$ cat src/include/svr_pkg.sv
// package: constants and carrier types for the supervisor watchdog reset block
package svr_pkg;
  localparam int unsigned CLK_FREQ_HZ     = 50_000_000;
  localparam int unsigned CLK_PERIOD_NS   = 20;
  // minimum reset width in msec
  localparam int unsigned RESET_MIN_MS    = 500;
  // typical watchdog time-out in msec
  localparam int unsigned WDOG_TYP_MS     = 700;
  // minimum strobe width in nsec
  localparam int unsigned STROBE_MIN_NS   = 500;
  // debounce settle time in msec
  localparam int unsigned DEBOUNCE_MS     = 10;
  localparam int unsigned RESET_MIN_CYC   = RESET_MIN_MS * (CLK_FREQ_HZ / 1000);
  localparam int unsigned WDOG_CYC        = WDOG_TYP_MS * (CLK_FREQ_HZ / 1000);
  localparam int unsigned DEBOUNCE_CYC    = DEBOUNCE_MS * (CLK_FREQ_HZ / 1000);
  // strobe must be seen this long; rounded down so a legal strobe is never missed
  localparam int unsigned STROBE_CYC_RAW  = STROBE_MIN_NS / CLK_PERIOD_NS;
  localparam int unsigned STROBE_CYC      = (STROBE_CYC_RAW > 2) ? STROBE_CYC_RAW - 2 : 1;
  localparam int unsigned CNT_W           = 26;

  typedef enum logic [1:0] {
    SVR_POWER  = 2'b00,
    SVR_HOLD   = 2'b01,
    SVR_RUN    = 2'b10,
    SVR_MANUAL = 2'b11
  } svr_state_t;

  // line level as seen by the comparators of the pin
  typedef struct packed {
    logic fullLow;    // below the push switch low level
    logic strobeLow;  // at or below the strobe low level
  } svr_line_t;
endpackage

$ cat src/rtl/svr_debounce.sv
// level debouncer: output follows input only after it stays stable for a set time
`timescale 1ns/1ps
`default_nettype none
module svr_debounce
  import svr_pkg::*;
#(
  parameter int unsigned STABLE_CYC = DEBOUNCE_CYC
) (
  // clock and reset
  input  wire logic clk,
  input  wire logic rstN,
  // level in and filtered level out
  input  wire logic rawIn,
  output logic      cleanOut
);
  logic [CNT_W-1:0] count;
  logic [CNT_W-1:0] next_count;
  logic             next_cleanOut;

  always_comb begin
    next_count    = '0;
    next_cleanOut = cleanOut;
    if (rawIn != cleanOut) begin
      if (count >= CNT_W'(STABLE_CYC - 1)) begin
        next_cleanOut = rawIn;
      end else begin
        next_count = count + CNT_W'(1);
      end
    end
  end

  always_ff @(posedge clk or negedge rstN) begin
    if (!rstN) begin
      count    <= '0;
      cleanOut <= 1'b0;
    end else begin
      count    <= next_count;
      cleanOut <= next_cleanOut;
    end
  end
endmodule
`default_nettype wire

$ cat src/rtl/svr_supervisor.sv
// supervisor: power reset, watchdog and manual override on one open-drain pin
// Functional notes
// - the line is pulled low on the third clock edge (two sync flops plus the registered drive) whenever the supply monitor reports low supply.
// - after the supply recovers the line stays low for at least 500 msec.
// - a strobe-low level seen while reset is not driven restarts the watchdog count.
// - a watchdog expiry drives a reset pulse of at least 500 msec.
// - without strobes a new reset pulse follows every further time-out until a strobe.
// - the watchdog time-out is 700 msec from the last strobe or from reset release.
// - the pin is open-drain and only ever pulls the line low.
// - an external low request is debounced into one reset event.
// - an external override stretches reset to at least 500 msec.
`timescale 1ns/1ps
`default_nettype none
module svr_supervisor
  import svr_pkg::*;
#(
  parameter int unsigned RESET_CYC  = RESET_MIN_CYC,
  parameter int unsigned WDOG_TO    = WDOG_CYC,
  parameter int unsigned DEB_CYC    = DEBOUNCE_CYC,
  parameter int unsigned STROBE_LEN = STROBE_CYC
) (
  // clock and reset
  input  wire logic      clk,
  input  wire logic      reset_n,
  // supply monitor, high while supply is within tolerance
  input  wire logic      supplyOk,
  // reset_strobe_pin comparator levels
  input  wire svr_line_t lineIn,
  // reset_strobe_pin open-drain drive
  output logic           pinOut,
  output logic           pinOe,
  // status
  output logic           resetActive,
  output logic           wdogExpired
);
  logic       rstMeta;
  logic       rstN;
  logic [2:0] metaQ;
  logic [2:0] syncQ;

  always_ff @(posedge clk or negedge reset_n) begin
    if (!reset_n) begin
      rstMeta <= 1'b0;
      rstN    <= 1'b0;
    end else begin
      rstMeta <= 1'b1;
      rstN    <= rstMeta;
    end
  end

  // pins are asynchronous; two flops before use
  always_ff @(posedge clk or negedge rstN) begin
    if (!rstN) begin
      metaQ <= 3'h0;
      syncQ <= 3'h0;
    end else begin
      metaQ <= {supplyOk, lineIn.fullLow, lineIn.strobeLow};
      syncQ <= metaQ;
    end
  end

  logic supOk;
  logic fullLowS;
  logic strobeLowS;
  assign supOk      = syncQ[2];
  assign fullLowS   = syncQ[1];
  assign strobeLowS = syncQ[0];

  logic manualReq;
  // runs always; its edge only counts in run, so the own pull never reads as manual
  svr_debounce #(
    .STABLE_CYC(DEB_CYC)
  ) u_debounce (
    .clk     (clk),
    .rstN    (rstN),
    .rawIn   (fullLowS),
    .cleanOut(manualReq)
  );

  svr_state_t       state;
  svr_state_t       next_state;
  logic [CNT_W-1:0] holdCnt;
  logic [CNT_W-1:0] next_holdCnt;
  logic [CNT_W-1:0] wdCnt;
  logic [CNT_W-1:0] next_wdCnt;
  logic [CNT_W-1:0] stbCnt;
  logic [CNT_W-1:0] next_stbCnt;
  logic             next_pinOe;
  logic             next_wdogExpired;
  logic             strobeSeen;
  logic             manualPrev;
  logic             manualEdge;

  // full low is a manual pull, never a strobe
  assign strobeSeen = strobeLowS && !fullLowS && (stbCnt >= CNT_W'(STROBE_LEN));
  assign manualEdge = manualReq && !manualPrev;

  always_comb begin
    next_state       = state;
    next_holdCnt     = holdCnt;
    next_wdCnt       = wdCnt;
    // saturates at the qualify length so a long strobe never wraps into a miss
    next_stbCnt      = '0;
    if (strobeLowS && !fullLowS) begin
      next_stbCnt = (stbCnt < CNT_W'(STROBE_LEN)) ? stbCnt + CNT_W'(1) : stbCnt;
    end
    next_wdogExpired = 1'b0;
    unique case (state)
      SVR_POWER: begin
        next_holdCnt = '0;
        if (supOk) begin
          next_state = SVR_HOLD;
        end
      end
      SVR_HOLD, SVR_MANUAL: begin
        next_wdCnt  = '0;
        next_stbCnt = '0;
        // own pull hides the switch, so the stretch runs from the manual event
        if (holdCnt >= CNT_W'(RESET_CYC - 1)) begin
          next_state   = SVR_RUN;
          next_holdCnt = '0;
        end else begin
          next_holdCnt = holdCnt + CNT_W'(1);
        end
      end
      SVR_RUN: begin
        next_holdCnt = '0;
        if (manualEdge) begin
          next_state = SVR_MANUAL;
        end else if (strobeSeen) begin
          next_wdCnt = '0;
        end else if (wdCnt >= CNT_W'(WDOG_TO - 1)) begin
          next_state       = SVR_HOLD;
          next_wdogExpired = 1'b1;
          next_wdCnt       = '0;
        end else begin
          next_wdCnt = wdCnt + CNT_W'(1);
        end
      end
    endcase
    if (!supOk) begin
      next_state   = SVR_POWER;
      next_holdCnt = '0;
      next_wdCnt   = '0;
    end
    next_pinOe = (next_state != SVR_RUN);
  end

  always_ff @(posedge clk or negedge rstN) begin
    if (!rstN) begin
      state       <= SVR_POWER;
      holdCnt     <= '0;
      wdCnt       <= '0;
      stbCnt      <= '0;
      pinOe       <= 1'b1;
      pinOut      <= 1'b0;
      resetActive <= 1'b1;
      wdogExpired <= 1'b0;
      manualPrev  <= 1'b0;
    end else begin
      state       <= next_state;
      holdCnt     <= next_holdCnt;
      wdCnt       <= next_wdCnt;
      stbCnt      <= next_stbCnt;
      pinOe       <= next_pinOe;
      pinOut      <= 1'b0;
      resetActive <= next_pinOe;
      wdogExpired <= next_wdogExpired;
      manualPrev  <= manualReq;
    end
  end
endmodule
`default_nettype wire

$ cat config.mk
export PLATFORM = sky130hd
export DESIGN_NAME = svr_supervisor
export DESIGN_NICKNAME = d
export VERILOG_FILES = /design/src/include/svr_pkg.sv /design/src/rtl/svr_debounce.sv /design/src/rtl/svr_supervisor.sv
export SDC_FILE = /design/constraint.sdc
export NUM_CORES = 1
export LEC_CHECK = 0
export ABC_AREA = 1
export BUFFER_PORTS_ARGS = -buffer_cell sky130_fd_sc_hd__buf_4
export CAP_MARGIN = 20
export CORE_MARGIN = 5
export CORE_UTILIZATION = 55
export CTS_CLUSTER_SIZE = 12
export DETAILED_ROUTE_END_ITERATION = 8
export PLACE_DENSITY = 0.71
export SYNTH_ARGS = -nofsm -noshare
export SYNTH_HDL_FRONTEND = slang
export SYNTH_SLANG_ARGS = --single-unit
$ cat constraint.sdc
create_clock -name clk -period 10.8 [get_ports clk]
set_clock_uncertainty 0.1 [all_clocks]
set_input_delay 0.54 -clock clk [delete_from_list [all_inputs] [get_ports clk]]
set_output_delay 0.54 -clock clk [all_outputs]
set_load 0.01 [all_outputs]
==> out/qor.txt <==
status - finished, final reports clean
startpoint types - flop
Mapped Cells - 791
ANT cells - 0
Critical Path AT - 2.25 ns
worst slew pin tran - 0.974 ns
Synth Area per Inst - 7.91 um^2
post-synthesis mux area share - 0
Max VDD drop - 118 uV
vias per inst - 5.08
TritonCTS sink count - 118
simple-gate share of the synthesized area - 0.338
final setup margin - 8.73 ns
post-synthesis adder-cell area fraction - 0.00800
first drt pass iteration count - 5
DRT iter0 DRCs - 227
share of layout cells above drive strength 1 - 0.125
post_cts resized - 0
Total GRT Usage - 0.198
largest net degree at the start of global routing - 72
largest family of logic cells by synthesized area - simple AND/OR/NAND/NOR gates
multi-input logic area - 2840 um^2
Slew Viols, Final - 0
Starting Density - 0.555
die width - 117 um
Synth Area in XOR/XNOR - 0.0504
sequential-to-total area share from yosys stat - 0.472
fill cell count - 947
register bit total from synthesis - 118
power density over cell area - 146 nW/um^2
most frequent cells in the layout - 182 x nand2_1, 147 x nor2_1, 116 x dfrtp_1
Slew headroom - 0.349
RePlAce Congestion - 0.897
commonest non-fill, non-tap cell in the layout - nand2_1
RSZ-0062 raised after global routing - false
fmax - 483 MHz
H-tree depth - 4
vias in the first global route - 4864
CTS tree - built
Final Hold Viols - 0
IO Pins - 9
HPWL after detailed placement - 8410 um
critical path data required time - 10.98 ns
crit-path max FO - 23
YS warnings - 0
Tcrit/Tclk final - 0.192
Nets - 825
# setup viols final - 0
DR WL/cell - 12.2 um
register area - 2960 um^2
max-cap viol count - 0
pre-CTS setup slack - 8.72 ns
Bufs on Longest Clock Path - 2
post-route antenna net violation count - 0
Final Critical Period - 2.07 ns
DRC - 0
Compound-Gate Fraction of Synth Area - 0.0512
P&R area growth vs syn - 12.3%
Vias - 4937
leakage - 3.04 nW
Synth Flop Type - dfrtp_1
DIE HEIGHT - 117 um
full die area - 13600 um^2
fraction of registers with async set or reset after synthesis - 1.00
Hold Path Class - primary input to flop
Post-synth EDFFs - 0
WHS - 0.129 ns
post-synthesis cell area - 6260 um^2
distinct cell type count after synthesis - 40
overflow left after global routing - 0
initial antenna violation count - 0
clk root buf - clkbuf_16
WL final - 11900 um
worst skew pair latency - 0.42 ns
core area - 11300 um^2
first-pass GRT wire length - 21200 um
post-route setup TNS - 0 ns
register clock-pin slew on the reported worst setup and hold paths - 0.05 ns
port bufs - 7
CTS buffer count - 17
CP Class - flop to flop
CP endpoint kind - flop
site row count - 39
==> layout make-up <==
cell class                      instances  share of cell area
Clock buffer                           24              0.0685
Clock inverter                          8              0.0139
Inverter                              107              0.0571
Multi-Input combinational cell        563               0.404
Sequential cell                       118               0.421
Tap cell                              143              0.0255
Timing Repair Buffer                    9             0.00997
==> final timing paths <==
kind / startpoint / end / slack (ns) / cells after the start
min in group asynchronous: rstN$_DFF_PN0_ / holdCnt[5]$_DFF_PN0_ / 0.23 / 0
setup reg to reg: stbCnt[0]$_DFFE_PN0P_ / stbCnt[4]$_DFFE_PN0P_ / 8.73 / 9
hold reg to reg: rstN$_DFF_PN0_ / holdCnt[5]$_DFF_PN0_ / 0.23 / 0
hold / removal: lineIn[0] / metaQ[0]$_DFF_PN0_ / 0.13 / 1
setup / recovery: stbCnt[0]$_DFFE_PN0P_ / stbCnt[4]$_DFFE_PN0P_ / 8.73 / 9
max in group asynchronous: rstN$_DFF_PN0_ / wdCnt[24]$_DFFE_PN0P_ / 9.08 / 1
==> cells in the mapped netlist (3+ instances only) <==
cell	n	share of area
xor2_1	26	0.036
o21ai_2	11	0.015
buf_6	5	0.0090
ha_1	4	0.0080
nand2_2	6	0.0060
inv_1	99	0.059
buf_2	4	0.0032
nand2_1	182	0.11
nor3_1	20	0.016
nor2_1	147	0.088
dfrtp_1	117	0.47
nor3_2	8	0.013
nor2_2	17	0.017
a21oi_1	5	0.0040
nand3_1	42	0.034
nand4_1	18	0.018
inv_2	7	0.0042
xnor2_1	10	0.014
o21ai_1	3	0.0024
nor2_4	6	0.011
o21ai_0	28	0.022
==> metal layers <==
layer / GRT usage / wire (um)
met4: 0.0864 / 234
met1: 0.244 / 5330
met5: 0 / 0
met2: 0.329 / 5800
met3: 0.0544 / 491
==> metrics by stage <==
step / power (mW) / instance area (um^2) / util / std cells
6_report: 1.03 / 7030 / 0.623 / 972
5_1_grt: 1.07 / 7030 / 0.623 / 972
4_1_cts: 1.04 / 7030 / 0.623 / 972
3_5_place_dp: 0.491 / 6440 / 0.571 / 939
3_3_place_gp: 0.490 / 6440 / 0.571 / 939
2_1_floorplan: 0.484 / 6290 / - / 799
==> flip-flops by register name (all words and copies together) (netlist names) <==
register,count
resetActive,1
wdCnt,26
wdogExpired,1
syncQ,3
state,2
u_debounce.count,26
u_debounce.cleanOut,1
manualPrev,1
rstMeta,1
rstN,1
metaQ,3
holdCnt,26
stbCnt,26
==> repair_timing <==
item                      CTS  global route
hold endpoints to repair    2             0
hold buffers                1             0
buffers inserted            0             0
==> cell families (layout without fill, tap and decap cells) <==
kind of cell               after synthesis  after routing
and+or+nand+nor                        461            461
other                                    2             10
adders and majority gates                4              4
AOI/OAI and AO/OA                       52             52
xor gates and xnor gates                36             36
DFF                                    118            118
buffers and inverters                  118            148
==> report_power, final <==
group	internal, mW	switching, mW	total [mW]
combinational	0.00704	0.0179	0.0249
sequential	0.450	0.00825	0.458
clock	0.356	0.188	0.543
total	0.813	0.214	1.03
==> worst max-delay path, cell delays in order, from the launching register on <==
cell and delay (ns):
dfrtp_1 0.41, ha_1 0.22, nand2_1 0.10, clkinv_1 0.09, nand2_1 0.09, o21ai_2 0.08
o21ai_2 0.25, nor2_4 0.07, inv_2 0.36, o21ai_0 0.15
No activity file was read; power rests on OpenSTA's default activity.
